`config.mk`:
```
export PLATFORM = sky130hd
export DESIGN_NAME = s2irq_regs
export DESIGN_NICKNAME = d
export VERILOG_FILES = /design/src/verilog/s2irq_err_capture.v /design/src/verilog/s2irq_regs.v
export VERILOG_INCLUDE_DIRS = /design/src /design/src/verilog
export SDC_FILE = /design/constraint.sdc
export NUM_CORES = 1
export LEC_CHECK = 0
export BUFFER_PORTS_ARGS = -buffer_cell sky130_fd_sc_hd__buf_2
export CELL_PAD_IN_SITES_DETAIL_PLACEMENT = 1
export CELL_PAD_IN_SITES_GLOBAL_PLACEMENT = 2
export CORE_MARGIN = 3
export CORE_UTILIZATION = 31
export DETAILED_ROUTE_END_ITERATION = 7
export GPL_TIMING_DRIVEN = 0
export PLACE_DENSITY_LB_ADDON = 0.1
export SETUP_SLACK_MARGIN = 0.3
export SLEW_MARGIN = 20
export SYNTH_ARGS = -nofsm -noshare
export SYNTH_HDL_FRONTEND = slang
export SYNTH_HIERARCHICAL = 1
export SYNTH_SLANG_ARGS = --single-unit
```
`constraint.sdc`:
```
create_clock -name sys_clk -period 6.2 [get_ports sys_clk]
set_clock_uncertainty 0.2 [all_clocks]
set_input_delay 1.86 -clock sys_clk [delete_from_list [all_inputs] [get_ports sys_clk]]
set_output_delay 1.86 -clock sys_clk [all_outputs]
set_load 0.05 [all_outputs]
```
`src/verilog/s2irq_defines.vh`:
```
// How it works
// (RULE_01) each rx dma buffer has a read-only 13-bit first-error byte offset
// (RULE_02) an offset reads zero while no receive error has hit that buffer
// (RULE_03) once captured, the offset holds; later errors in that buffer are ignored
// (RULE_04) capture re-arms only after unload then reload, or rx dma reset
// (RULE_05) enable bits 9..12: rx a, rx b, tx a, tx b buffer unloaded
// (RULE_06) enable bit 4 tx underrun, bit 3 rx overrun
// (RULE_07) enable bit 2 tx idle, bit 1 tx buffer free, bit 0 rx has data
// (RULE_08) enable bits 5..8: i2c rx done, tx done, cmd done, no ack
// (RULE_09) events set pending at enable's position; irq when pending and enable
`ifndef S2IRQ_DEFINES_VH
`define S2IRQ_DEFINES_VH

// register indices; byte address is four times the index
`define S2IRQ_IDX_ERR_A     16'h441a
`define S2IRQ_IDX_ERR_B     16'h441c
`define S2IRQ_IDX_PENDING   16'h460e
`define S2IRQ_IDX_ENABLE    16'h4626
`define S2IRQ_IDX_W         16
`define S2IRQ_ADDR_W        18
`define S2IRQ_IDX_LSB       2
`define S2IRQ_IDX_MSB       17

// field layout
`define S2IRQ_OFS_W         13
`define S2IRQ_OFS_MSB       12
`define S2IRQ_NUM_SRC       13
`define S2IRQ_SRC_MSB       12
`define S2IRQ_LANE0_MSB     7
`define S2IRQ_LANE1_LSB     8
`define S2IRQ_B_RX_VAL      0
`define S2IRQ_B_TX_FREE     1
`define S2IRQ_B_TX_IDLE     2
`define S2IRQ_B_RX_OVF      3
`define S2IRQ_B_TX_UND      4
`define S2IRQ_B_I2C_RX      5
`define S2IRQ_B_I2C_TX      6
`define S2IRQ_B_I2C_CMD     7
`define S2IRQ_B_I2C_NAK     8
`define S2IRQ_B_RX_ULD_A    9
`define S2IRQ_B_RX_ULD_B    10
`define S2IRQ_B_TX_ULD_A    11
`define S2IRQ_B_TX_ULD_B    12

// reset values and bus answers
`define S2IRQ_RST_OFS       13'h0000
`define S2IRQ_RST_SRC       13'h0000
`define S2IRQ_RST_DATA      32'h0000_0000
`define S2IRQ_RESP_OKAY     2'h0
`define S2IRQ_RESP_SLVERR   2'h2

`endif

```
`src/verilog/s2irq_err_capture.v`:
```
`timescale 1ns/100ps
`include "s2irq_defines.vh"

module s2irq_err_capture (
    sys_clk,
    reset,
    clk_en,
    err_strobe,
    err_pos,
    buf_unloaded,
    buf_reloaded,
    dma_reset,
    err_offset
);
    input  wire                      sys_clk;
    input  wire                      reset;
    input  wire                      clk_en;
    input  wire                      err_strobe;
    input  wire [`S2IRQ_OFS_MSB:0]   err_pos;
    input  wire                      buf_unloaded;
    input  wire                      buf_reloaded;
    input  wire                      dma_reset;
    output wire [`S2IRQ_OFS_MSB:0]   err_offset;

    localparam [1:0] ST_ARMED    = 2'h0;
    localparam [1:0] ST_HELD     = 2'h1;
    localparam [1:0] ST_UNLOADED = 2'h2;

    reg [1:0]                state_reg;
    reg [1:0]                state_next;
    reg [`S2IRQ_OFS_MSB:0]   offset_reg;
    reg [`S2IRQ_OFS_MSB:0]   offset_next;

    assign err_offset = offset_reg; // RULE_01

    always @* begin
        state_next  = state_reg;
        offset_next = offset_reg;
        if (dma_reset) begin
            state_next  = ST_ARMED; // RULE_04
            offset_next = `S2IRQ_RST_OFS; // RULE_02
        end else begin
            case (state_reg)
                ST_ARMED: begin
                    if (err_strobe) begin
                        state_next  = ST_HELD;
                        offset_next = err_pos;
                    end
                end
                ST_HELD: begin
                    // errors ignored here, only an unload or rx dma reset moves on
                    if (buf_unloaded) begin // RULE_03
                        state_next = ST_UNLOADED;
                    end
                end
                ST_UNLOADED: begin
                    // fresh buffer contents: no error yet, so back to zero
                    if (buf_reloaded) begin // RULE_04
                        state_next  = ST_ARMED;
                        offset_next = `S2IRQ_RST_OFS; // RULE_02
                    end
                end
                default: begin
                    state_next  = ST_ARMED;
                    offset_next = `S2IRQ_RST_OFS;
                end
            endcase
        end
    end

    always @(posedge sys_clk) begin
        if (reset) begin
            state_reg  <= ST_ARMED;
            offset_reg <= `S2IRQ_RST_OFS;
        end else if (clk_en) begin
            state_reg  <= state_next;
            offset_reg <= offset_next;
        end
    end
endmodule // s2irq_err_capture

```
`src/verilog/s2irq_regs.v`:
```
`timescale 1ns/100ps
`include "s2irq_defines.vh"

module s2irq_regs (
    sys_clk,
    reset,
    clk_en,
    s_axi_awaddr,
    s_axi_awvalid,
    s_axi_awready,
    s_axi_wdata,
    s_axi_wstrb,
    s_axi_wvalid,
    s_axi_wready,
    s_axi_bresp,
    s_axi_bvalid,
    s_axi_bready,
    s_axi_araddr,
    s_axi_arvalid,
    s_axi_arready,
    s_axi_rdata,
    s_axi_rresp,
    s_axi_rvalid,
    s_axi_rready,
    rx_has_data,
    tx_buf_free,
    tx_idle,
    rx_overrun,
    tx_underrun,
    i2c_rx_done,
    i2c_tx_done,
    i2c_cmd_done,
    i2c_no_ack,
    rx_buf_a_unloaded,
    rx_buf_b_unloaded,
    tx_buf_a_unloaded,
    tx_buf_b_unloaded,
    rx_err_a_strobe,
    rx_err_a_pos,
    rx_err_b_strobe,
    rx_err_b_pos,
    rx_buf_a_reloaded,
    rx_buf_b_reloaded,
    rx_dma_reset,
    irq
);
    input  wire                        sys_clk;
    input  wire                        reset;
    input  wire                        clk_en;
    input  wire [`S2IRQ_ADDR_W-1:0]    s_axi_awaddr;
    input  wire                        s_axi_awvalid;
    output wire                        s_axi_awready;
    input  wire [31:0]                 s_axi_wdata;
    input  wire [3:0]                  s_axi_wstrb;
    input  wire                        s_axi_wvalid;
    output wire                        s_axi_wready;
    output wire [1:0]                  s_axi_bresp;
    output wire                        s_axi_bvalid;
    input  wire                        s_axi_bready;
    input  wire [`S2IRQ_ADDR_W-1:0]    s_axi_araddr;
    input  wire                        s_axi_arvalid;
    output wire                        s_axi_arready;
    output wire [31:0]                 s_axi_rdata;
    output wire [1:0]                  s_axi_rresp;
    output wire                        s_axi_rvalid;
    input  wire                        s_axi_rready;
    input  wire                        rx_has_data;
    input  wire                        tx_buf_free;
    input  wire                        tx_idle;
    input  wire                        rx_overrun;
    input  wire                        tx_underrun;
    input  wire                        i2c_rx_done;
    input  wire                        i2c_tx_done;
    input  wire                        i2c_cmd_done;
    input  wire                        i2c_no_ack;
    input  wire                        rx_buf_a_unloaded;
    input  wire                        rx_buf_b_unloaded;
    input  wire                        tx_buf_a_unloaded;
    input  wire                        tx_buf_b_unloaded;
    input  wire                        rx_err_a_strobe;
    input  wire [`S2IRQ_OFS_MSB:0]     rx_err_a_pos;
    input  wire                        rx_err_b_strobe;
    input  wire [`S2IRQ_OFS_MSB:0]     rx_err_b_pos;
    input  wire                        rx_buf_a_reloaded;
    input  wire                        rx_buf_b_reloaded;
    input  wire                        rx_dma_reset;
    output wire                        irq;

    ////////////////////////////////////////////////////////////////////////

    // address decode, shared by the read and the write path
    function addr_hit;
        input [`S2IRQ_ADDR_W-1:0] addr;
        input [`S2IRQ_IDX_W-1:0]  idx;
        begin
            addr_hit = (addr[`S2IRQ_IDX_MSB:`S2IRQ_IDX_LSB] == idx);
        end
    endfunction

    function addr_mapped;
        input [`S2IRQ_ADDR_W-1:0] addr;
        begin
            addr_mapped = addr_hit(addr, `S2IRQ_IDX_ERR_A)
                        | addr_hit(addr, `S2IRQ_IDX_ERR_B)
                        | addr_hit(addr, `S2IRQ_IDX_PENDING)
                        | addr_hit(addr, `S2IRQ_IDX_ENABLE);
        end
    endfunction

    ////////////////////////////////////////////////////////////////////////

    wire [`S2IRQ_SRC_MSB:0]         event_vec;
    wire [1:0]                      cap_strobe;
    wire [2*`S2IRQ_OFS_W-1:0]       cap_pos;
    wire [1:0]                      cap_unloaded;
    wire [1:0]                      cap_reloaded;
    wire [2*`S2IRQ_OFS_W-1:0]       cap_offset;

    // one bit per source, each at its enable's position
    assign event_vec[`S2IRQ_B_RX_VAL]   = rx_has_data; // RULE_07
    assign event_vec[`S2IRQ_B_TX_FREE]  = tx_buf_free; // RULE_07
    assign event_vec[`S2IRQ_B_TX_IDLE]  = tx_idle; // RULE_07
    assign event_vec[`S2IRQ_B_RX_OVF]   = rx_overrun; // RULE_06
    assign event_vec[`S2IRQ_B_TX_UND]   = tx_underrun; // RULE_06
    assign event_vec[`S2IRQ_B_I2C_RX]   = i2c_rx_done; // RULE_08
    assign event_vec[`S2IRQ_B_I2C_TX]   = i2c_tx_done; // RULE_08
    assign event_vec[`S2IRQ_B_I2C_CMD]  = i2c_cmd_done; // RULE_08
    assign event_vec[`S2IRQ_B_I2C_NAK]  = i2c_no_ack; // RULE_08
    assign event_vec[`S2IRQ_B_RX_ULD_A] = rx_buf_a_unloaded; // RULE_05
    assign event_vec[`S2IRQ_B_RX_ULD_B] = rx_buf_b_unloaded; // RULE_05
    assign event_vec[`S2IRQ_B_TX_ULD_A] = tx_buf_a_unloaded; // RULE_05
    assign event_vec[`S2IRQ_B_TX_ULD_B] = tx_buf_b_unloaded; // RULE_05

    assign cap_strobe   = {rx_err_b_strobe, rx_err_a_strobe};
    assign cap_pos      = {rx_err_b_pos, rx_err_a_pos};
    assign cap_unloaded = {rx_buf_b_unloaded, rx_buf_a_unloaded};
    assign cap_reloaded = {rx_buf_b_reloaded, rx_buf_a_reloaded};

    ////////////////////////////////////////////////////////////////////////

    genvar gi;
    generate
        for (gi = 0; gi < 2; gi = gi + 1) begin : g_cap
            s2irq_err_capture u_cap (
                .sys_clk      (sys_clk),
                .reset        (reset),
                .clk_en       (clk_en),
                .err_strobe   (cap_strobe[gi]),
                .err_pos      (cap_pos[gi*`S2IRQ_OFS_W +: `S2IRQ_OFS_W]),
                .buf_unloaded (cap_unloaded[gi]),
                .buf_reloaded (cap_reloaded[gi]),
                .dma_reset    (rx_dma_reset),
                .err_offset   (cap_offset[gi*`S2IRQ_OFS_W +: `S2IRQ_OFS_W])
            );
        end
    endgenerate

    ////////////////////////////////////////////////////////////////////////
    // write channel: address and data taken in either order

    reg                         aw_full_reg;
    reg [`S2IRQ_ADDR_W-1:0]     aw_addr_reg;
    reg                         w_full_reg;
    reg [31:0]                  w_data_reg;
    reg [3:0]                   w_strb_reg;
    reg                         bvalid_reg;
    reg [1:0]                   bresp_reg;
    reg [`S2IRQ_SRC_MSB:0]      enable_reg;
    reg [`S2IRQ_SRC_MSB:0]      enable_next;

    wire aw_take;
    wire w_take;
    wire do_write;

    // ready drops with clk_en so nothing is taken while state is frozen
    assign s_axi_awready = clk_en & ~aw_full_reg & ~bvalid_reg;
    assign s_axi_wready  = clk_en & ~w_full_reg & ~bvalid_reg;
    assign aw_take  = s_axi_awvalid & s_axi_awready;
    assign w_take   = s_axi_wvalid & s_axi_wready;
    assign do_write = aw_full_reg & w_full_reg & ~bvalid_reg;
    assign s_axi_bvalid = bvalid_reg;
    assign s_axi_bresp  = bresp_reg;

    always @* begin
        enable_next = enable_reg;
        if (do_write && addr_hit(aw_addr_reg, `S2IRQ_IDX_ENABLE)) begin
            if (w_strb_reg[0]) begin
                enable_next[`S2IRQ_LANE0_MSB:0] =
                    w_data_reg[`S2IRQ_LANE0_MSB:0]; // RULE_05
            end
            // byte lanes 2 and 3 carry no enable bits
            if (w_strb_reg[1]) begin
                enable_next[`S2IRQ_SRC_MSB:`S2IRQ_LANE1_LSB] =
                    w_data_reg[`S2IRQ_SRC_MSB:`S2IRQ_LANE1_LSB]; // RULE_05
            end
        end
    end

    always @(posedge sys_clk) begin
        if (reset) begin
            aw_full_reg <= 1'b0;
            aw_addr_reg <= {`S2IRQ_ADDR_W{1'b0}};
            w_full_reg  <= 1'b0;
            w_data_reg  <= `S2IRQ_RST_DATA;
            w_strb_reg  <= 4'h0;
            bvalid_reg  <= 1'b0;
            bresp_reg   <= `S2IRQ_RESP_OKAY;
            enable_reg  <= `S2IRQ_RST_SRC;
        end else if (clk_en) begin
            enable_reg <= enable_next;
            if (aw_take) begin
                aw_full_reg <= 1'b1;
                aw_addr_reg <= s_axi_awaddr;
            end
            if (w_take) begin
                w_full_reg <= 1'b1;
                w_data_reg <= s_axi_wdata;
                w_strb_reg <= s_axi_wstrb;
            end
            if (do_write) begin
                aw_full_reg <= 1'b0;
                w_full_reg  <= 1'b0;
                bvalid_reg  <= 1'b1;
                // read-only and pending offsets accept and ignore writes
                bresp_reg   <= addr_mapped(aw_addr_reg) ? `S2IRQ_RESP_OKAY
                                                        : `S2IRQ_RESP_SLVERR;
            end else if (bvalid_reg && s_axi_bready) begin
                bvalid_reg <= 1'b0;
            end
        end
    end

    ////////////////////////////////////////////////////////////////////////
    // read channel and sticky pending flags

    reg                         rvalid_reg;
    reg [31:0]                  rdata_reg;
    reg [1:0]                   rresp_reg;
    reg [`S2IRQ_SRC_MSB:0]      pending_reg;
    reg [`S2IRQ_SRC_MSB:0]      pending_next;
    reg [31:0]                  rd_mux;
    reg                         irq_reg;

    wire ar_take;
    wire rd_clears;

    assign s_axi_arready = clk_en & ~rvalid_reg;
    assign ar_take   = s_axi_arvalid & s_axi_arready;
    assign rd_clears = ar_take & addr_hit(s_axi_araddr, `S2IRQ_IDX_PENDING);
    assign s_axi_rvalid = rvalid_reg;
    assign s_axi_rdata  = rdata_reg;
    assign s_axi_rresp  = rresp_reg;
    assign irq          = irq_reg;

    // unmapped offsets fall through to zero
    always @* begin
        rd_mux = `S2IRQ_RST_DATA;
        if (addr_hit(s_axi_araddr, `S2IRQ_IDX_ERR_A)) begin
            rd_mux[`S2IRQ_OFS_MSB:0] = cap_offset[`S2IRQ_OFS_MSB:0]; // RULE_01
        end else if (addr_hit(s_axi_araddr, `S2IRQ_IDX_ERR_B)) begin
            rd_mux[`S2IRQ_OFS_MSB:0] =
                cap_offset[`S2IRQ_OFS_W +: `S2IRQ_OFS_W]; // RULE_01
        end else if (addr_hit(s_axi_araddr, `S2IRQ_IDX_PENDING)) begin
            rd_mux[`S2IRQ_SRC_MSB:0] = pending_reg;
        end else if (addr_hit(s_axi_araddr, `S2IRQ_IDX_ENABLE)) begin
            rd_mux[`S2IRQ_SRC_MSB:0] = enable_reg;
        end
    end

    // limitation: a read clears the whole word, so software must act on
    // every bit it saw; there is no per-bit clear
    // an event in the cycle of the clearing read survives: set wins
    always @* begin
        pending_next = pending_reg;
        if (rd_clears) begin
            pending_next = `S2IRQ_RST_SRC;
        end
        pending_next = pending_next | event_vec; // RULE_09
    end

    always @(posedge sys_clk) begin
        if (reset) begin
            rvalid_reg  <= 1'b0;
            rdata_reg   <= `S2IRQ_RST_DATA;
            rresp_reg   <= `S2IRQ_RESP_OKAY;
            pending_reg <= `S2IRQ_RST_SRC;
            irq_reg     <= 1'b0;
        end else if (clk_en) begin
            pending_reg <= pending_next;
            // registered so the line never glitches; costs one cycle
            irq_reg     <= |(pending_reg & enable_reg); // RULE_09
            if (ar_take) begin
                rvalid_reg <= 1'b1;
                rdata_reg  <= rd_mux;
                rresp_reg  <= addr_mapped(s_axi_araddr) ? `S2IRQ_RESP_OKAY
                                                        : `S2IRQ_RESP_SLVERR;
            end else if (rvalid_reg && s_axi_rready) begin
                rvalid_reg <= 1'b0;
            end
        end
    end
endmodule // s2irq_regs
```
# After elaboration in Yosys (flattened, before gate mapping)
# Index checks and enable logic that the tools add are counted.
[totals]
regBits = 111
inputBits = 124
wordCells = 118
output_inout_bits = 42
[classes]
n_bitwise = 23
eq_ne = 20
mux = 33
reduce_logical = 24
[ops]
columns = ["cell", "count"]
rows = [
  ["13-bit two-way mux", 11],
  ["16-bit by 15-bit equality test with 1-bit output (second input constant)", 8],
  ["13-bit one-hot mux with 3 select lines", 2],
  ["2-bit two-way mux", 10],
  ["3-bit != test (second input constant)", 6],
  ["2-bit AND reduction", 8],
  ["4-bit AND reduction", 4],
  ["13-bit bitwise AND", 1],
  ["13-bit bitwise OR", 1],
  ["13-bit OR reduction", 1],
  ["2-bit one-hot mux with 3 select lines", 2],
  ["1-bit bitwise AND", 11],
  ["1-bit two-way mux", 8],
  ["2-bit nonzero test", 4],
  ["1-bit bitwise OR", 6],
  ["3-bit AND reduction", 2],
  ["2-bit by 1-bit equality test with 1-bit output (second input constant)", 2],
  ["2-bit equality test (second input constant)", 2],
  ["2-bit logical NOT", 2],
  ["2-bit != test (second input constant)", 2],
  ["1-bit inverter", 4],
  ["1-bit logical AND", 3],
]

# Depth between registers and ports, before layout
# Gate-level depths: netlist of the first run.
[depth]
word_depth = 6
mapped_depth = 7
mapped_depth_nobuf = 4

# Hierarchy
# The synthesis of the first run kept the hierarchy.
[modules_own_cells]
columns = ["module", "seq_area_each_um2", "area_each_um2", "cells_per_inst", "instances"]
rows = [
  ["s2irq_regs", 1541.5, 3774.9, 473, 1],
  ["s2irq_err_capture", 300.3, 700.7, 70, 2],
]

# Least setup slack after synthesis of the first run
# No wires, ideal clock.
[synth_path]
path_kind = "input-to-output"
start = "input clk_en"
end = "output s_axi_arready"
path_buffers = 1
arrival_time_ns = 2.775
cell_stages = 2
setup_slack_ns = 1.365
path_cell_list = "buf_2 -> nor2b_1"
[synth_between]
elab_chain_cells = 1
[synth_lines]
columns = ["element", "line", "text"]
rows = [
  ["start, declared", "s2irq_regs.v:49", "input wire clk_en;"],
  ["1-bit bitwise AND", "s2irq_regs.v:247", "assign s_axi_arready = clk_en & ~rvalid_reg;"],
  ["end, declared", "s2irq_regs.v:62", "output wire s_axi_arready;"],
]
# Every way passes these cells.

# Worst setup path in the final report of the first run
[layout_path]
start = "input clk_en"
end = "output s_axi_awready"
[layout_between]
elab_chain_cells = 2
[layout_lines]
columns = ["element", "line", "text"]
rows = [
  ["1-bit bitwise AND (2 in series)", "s2irq_regs.v:176", "assign s_axi_awready = clk_en & ~aw_full_reg & ~bvalid_reg;"],
  ["end, declared", "s2irq_regs.v:52", "output wire s_axi_awready;"],
]
# Every way passes these cells.

==> impl_results.md, run 1 <==
* Crit path DAT at 2.98 ns
* Worst Path Max Fanout at 10
* Max-cap violations at 0
* Share of cells above drive strength 1 at 0.2513
* Final hold viol count at 0
* Post-cts resize count at 0
* DP Area at 6117 µm²
* Crit path time final at 5.045 ns
* PwrDens at 242.3 nW/µm²
* WS Path Type: primary input to output port
* First-pass GRT wire length at 26450 µm
* Design area at 6407 µm²
* Gate power share at 0.156
* Antenna violations before repair at 0
* Core ar. at 16120 µm²
* DRT Pass-1 Iters at 4
* Fin crit share at 0.8137
* Post-synthesis sequential area ratio at 0.4138
* Slew Viols, Final at 0
* Postcts setup bufs at 0
* Synth unique cells at 49
* Switching Share at 0.2962
* Largest net degree at the start of global routing at 23
* CTS Root Cell: clkbuf_16
* CTS tree: yes
* H-tree depth at 3
* HP Class: register to register
* Sequential share of power at 0.477
* Antenna viol nets, final at 0
* Peak VDD IR at 0.1234 mV
* CP Data Required Time at 4.14 ns
* P&R area growth vs syn at 23.79%
* CP Launch Type: primary input
* Prevailing post-synth register cell: dfxtp_1
* Die Ht at 135.2 µm
* Fmax at 198.2 MHz
* Routed wire length at 16190 µm
* Total power at 1552 µW
* # DRC at 0
* Vias at 4789
* Clock sinks at 107
* Crit path capture type: output port
* Slew @ Worst Pin at 0.8562 ns
* Nets at 887
* Leakage at 0.002733 µW
* Commonest non-fill, non-tap cell in the layout: buf_2
* Num CTS Buffers at 9
* Flops & latches, synth at 107
* Post-synth ARST share at 0
* Most frequent cells in the layout: buf_2, nand2_1, dfxtp_1
* Status: complete, no violations
* Yosys Warn Count at 6
* Die Wd at 135.2 µm
* Final TNS setup at 0 ns
* Max Root-Sink Buffers at 2
* Vias in the first global route at 5045
* PortBufs at 119
* Relative slew slack at 0.4239
* Syn avg cell area at 8.444 µm²
* Worst hold margin at 0.2602 ns
* GP Congestion at 0.8625
* Top-Level Pins at 166
* Unrepaired setup endpoints after global routing: no
* Clock transition at path regs at 0.08 ns
* GRT Util Overall at 0.1823
* EDFF count, synth at 0
* Post-synthesis instance total at 613
* Clock Latency Late Sink at 0.36 ns
* Clk pwr share at 0.367
* Detail Placement HPWL at 13000 µm
* GRT overflow at 0
* NetSw at 459.9 µW
* Antenna diode count at 0
* Row cnt at 46
* Core Util, Final at 0.3976
* Hold_buf cts at 0
* Endpoints failing setup at 0
* Die ar. at 18280 µm²
* Vias per cell at 4.867
* Routed len/inst at 16.45 µm
* Starting Density at 0.3212
* Largest register FFs at 26
* Starting DRT DRC Count at 215
* P_int at 1093 µW
* Mapped Area at 5176 µm²
-- Yosys cell counts, drive strengths merged, types with 3 or more instances --
cell,instances,share of area
and2,3,0.0036
dfxtp,107,0.41
a22oi,5,0.0073
nand4,16,0.019
nand2,109,0.079
nand3,21,0.020
nor2b,9,0.011
or4b,4,0.0077
nand2b,27,0.033
o21ai,32,0.031
and4b,5,0.0097
clkbuf,23,0.017
and4,3,0.0051
mux2i,28,0.054
nor4bb,3,0.0058
o21bai,13,0.019
a21oi,74,0.072
nor2,22,0.016
nor4,4,0.0060
a31oi,13,0.016
a21o,10,0.015
o221a,13,0.028
buf,41,0.057
-- critical path, stage by stage --
cell and delay [ns]:
buf_2 0.22, buf_2 0.28, nor3b_2 0.30, buf_2 0.32
-- area by class of cell --
type                            count  area (µm²)
Clock inverter                      7       65.06
Multi-Input combinational cell    462        2729
Sequential cell                   107        2142
Tap cell                          216       270.3
Timing Repair Buffer              119       595.6
Fill cell                        1987        9708
Buffer                             64       380.4
Clock buffer                        9       225.2
-- logic make-up (layout without fill, tap and decap cells) --
family	count (synthesis)	count (layout)	share of synthesized area
AND/OR/NAND/NOR	242	242	0.2492
other	1	21	0.0007245
buffers and inverters	64	199	0.07348
XOR/XNOR	1	1	0.001692
flip-flops	107	107	0.4138
multiplexers	30	30	0.05850
AO/OA/AOI/OAI	168	168	0.2026
-- path summary, 6_finish.rpt --
kind,from,endpoint,slack (ns),cells past startpoint
setup reg to reg,s_axi_rvalid,s_axi_rdata[5],4.10,6
hold / removal,w_data_reg[4],w_data_reg[4],0.26,2
setup / recovery,clk_en,s_axi_awready,1.16,4
hold reg to reg,w_data_reg[4],w_data_reg[4],0.26,2
-- layer usage --
layer / part of all wire / track usage
met1: 0.44 / 0.2277
met2: 0.50 / 0.3208
met3: 0.046 / 0.04160
met4: 0.013 / 0.03975
met5: 0 / 0
-- power by group through the flow --
stage | Sequential (µW) | Combinational, µW | Clock, µW
final | 741 | 242 | 570
after global routing | 746 | 265 | 616
after floorplan | 772 | 143 | 0
after CTS | 741 | 244 | 586
after detailed placement | 757 | 243 | 0
after global placement | 756 | 238 | 0
-- per-stage QoR --
step | instances | worst slack [ns]
finish | 984 | 1.155
global route | 984 | 1.106
CTS | 984 | 1.129
detailed placement | 968 | 1.137
global placement | 968 | 1.169
floorplan | 633 | 1.365
No activity file was read; power rests on OpenSTA's default activity.
==> inputs of run 2 (changes only) <==
--- a/config.mk
+++ b/config.mk
@@ -10,7 +10,7 @@
 export CELL_PAD_IN_SITES_DETAIL_PLACEMENT = 1
 export CELL_PAD_IN_SITES_GLOBAL_PLACEMENT = 2
 export CORE_MARGIN = 3
-export CORE_UTILIZATION = 31
+export CORE_UTILIZATION = 29
 export DETAILED_ROUTE_END_ITERATION = 7
 export GPL_TIMING_DRIVEN = 0
 export PLACE_DENSITY_LB_ADDON = 0.1
==> constraint.sdc (replaced) <==
create_clock -name sys_clk -period 4.72 [get_ports sys_clk]
set_clock_uncertainty 0.2 [all_clocks]
set_input_delay 1.416 -clock sys_clk [delete_from_list [all_inputs] [get_ports sys_clk]]
set_output_delay 1.416 -clock sys_clk [all_outputs]
set_load 0.05 [all_outputs]
==> impl_results.md, run 2 (synthesized netlist as in run 1, its figures left out) <==
* Status: complete, no violations
* PortBufs at 119 (unchanged)
* Endpoints failing setup at 0 (unchanged)
* Peak VDD IR at 0.1868 mV (+51%)
* Final hold viol count at 0 (unchanged)
* Largest register FFs at 26 (unchanged)
* PwrDens at 325.6 nW/µm² (+34%)
* Leakage at 0.002736 µW (about the same)
* Final WS setup at 0.5484 ns (-0.6067 ns)
* WS Path Type: primary input to output port
* Worst path cell trace: buf_2 > buf_2 > nor3b_2 > buf_2
* Crit path time final at 4.172 ns
* DRT Pass-1 Iters at 5 (+1)
* Crit path capture type: output port
* Hold_buf cts at 0 (unchanged)
* Clock Latency Late Sink at 0.36 ns (about the same)
* Vias at 4796 (+0.15%)
* Detail Placement HPWL at 13330 µm (+2.5%)
* Most frequent cells in the layout: buf_2, nand2_1, dfxtp_1
* HP Class: register to register
* Slew Viols, Final at 0 (unchanged)
* Row cnt at 48 (+4.3%)
* Starting Density at 0.2982 (-0.02297)
* Top-Level Pins at 166 (unchanged)
* Fill cells at 2134 (+7.4%)
* Worst hold margin at 0.2603 ns (+0.00008800 ns)
* Pre-CTS WS at 0.5260 ns (-0.6110 ns)
* Die ar. at 19490 µm² (+6.6%)
* Final TNS setup at 0 ns (unchanged)
* Delay-heaviest family, CP: buffers and inverters
* Core ar. at 17360 µm² (+7.7%)
* Most frequent CP cell: buf_2
* Clock transition at path regs at 0.07 ns (about the same)
* Commonest non-fill, non-tap cell in the layout: buf_2
* First-pass GRT wire length at 27310 µm (+3.2%)
* Routed wire length at 16770 µm (+3.6%)
* Antenna diode count at 0 (unchanged)
* Share of cells above drive strength 1 at 0.2503 (-0.0009761)
* # DRC at 0 (unchanged)
* Vias in the first global route at 5172 (+2.5%)
* GRT overflow at 0 (unchanged)
* CTS Root Cell: clkbuf_16
* Dpl cells at 977 (+0.93%)
* Nets at 887 (unchanged)
* Crit path DAT at 2.56 ns (-0.42 ns)
* P&R area growth vs syn at 24.34%
* GP Congestion at 0.7767 (-9.9%)
* GRT Util Overall at 0.1733 (-0.008941)
* Slew @ Worst Pin at 0.7631 ns (-0.09313 ns)
* CP Launch Type: primary input
* Antenna violations before repair at 0 (unchanged)
* Clock sinks at 107 (unchanged)
* Vias per cell at 4.835 (-0.66%)
* CTS tree: yes
* CP max-delay cell: buf_2
* Num CTS Buffers at 9 (unchanged)
* Max-cap violations at 0 (unchanged)
* Relative slew slack at 0.4866 (+0.06266)
* Multi-input gate area at 2729 µm² (unchanged)
* Die Ht at 139.6 µm (+3.2%)
* Core Util, Final at 0.3708 (-0.02677)
* Worst Path Max Fanout at 10 (unchanged)
* Non-Filler Instances at 992 (+0.81%)
* Unrepaired setup endpoints after global routing: no
* Fin crit share at 0.8838
* Antenna viol nets, final at 0 (unchanged)
* Worst Path Buf+Inv at 3 (unchanged)
* Post-cts resize count at 0 (unchanged)
* Fmax at 239.7 MHz
* Sequential standard cell area at 2142 µm² (unchanged)
* H-tree depth at 3 (unchanged)
* Routed len/inst at 16.90 µm (+2.7%)
* Max Root-Sink Buffers at 2 (unchanged)
* Die Wd at 139.6 µm (+3.2%)
* Starting DRT DRC Count at 160 (-26%)
* CP Data Required Time at 3.10 ns (-1.04 ns)
* Largest net degree at the start of global routing at 23 (unchanged)
* Postcts setup bufs at 0 (unchanged)
* Worst path max stage delay at 0.31 ns (about the same)
run 2: changes by cell type in the layout (fill, tap and decap cells not counted), sizes merged:
| cell | previous run | this run |
|---|---|---|
| clkbuf | 32 | 34 |
| inv | 6 | 2 |
| clkinv | 1 | 0 |
| clkinvlp | 0 | 1 |
| bufinv | 0 | 1 |
run 2: worst paths after layout:
path / startpoint / endpoint / slack [ns] / cells after the start
max: clk_en / s_axi_awready / 0.55 / 4
min: w_data_reg[3] / w_data_reg[3] / 0.26 / 2
max reg2reg: s_axi_rvalid / s_axi_rdata[4] / 2.64 / 6
min reg2reg: w_data_reg[3] / w_data_reg[3] / 0.26 / 2
run 2: area by class of cell:
type                    count  share of cell area
plain buffers              64             0.05910
clock buffers              11             0.03927
clock inverters             4            0.008554
multi-input cells         462              0.4240
flip-flops and latches    107              0.3328
well taps                 225             0.04374
repair buffers            119             0.09254
run 2: worst min-delay path, delay by kind of cell, from the launching register on:
family	cells	cell delay, ns
and+or+nand+nor	1	0.05
AOI/OAI and AO/OA	1	0.05
DFF	1	0.31
run 2: layer usage:
metal / vias up / part of all wire / GRT usage
met2: 98 / 0.49 / 0.3066
met1: 2248 / 0.45 / 0.2172
met4: 0 / 0.014 / 0.03927
li1: 2435 / - / -
met3: 15 / 0.039 / 0.03643
met5: - / 0 / 0
run 2: stage by stage:
stage	power, µW	area [µm²]
floorplan	1202	5251
global placement	1308	6128
detailed placement	1316	6128
CTS	2118	6436
global route	2194	6436
finish	2096	6436
run 2: where the power goes:
part | total (µW) | switching, µW | internal (µW) | leakage (µW)
Sequential | 974 | 30.7 | 943 | 0.000874
Clock | 803 | 361 | 442 | 0.000149
Combinational | 319 | 201 | 118 | 0.00171
Total | 2100 | 593 | 1500 | 0.00274
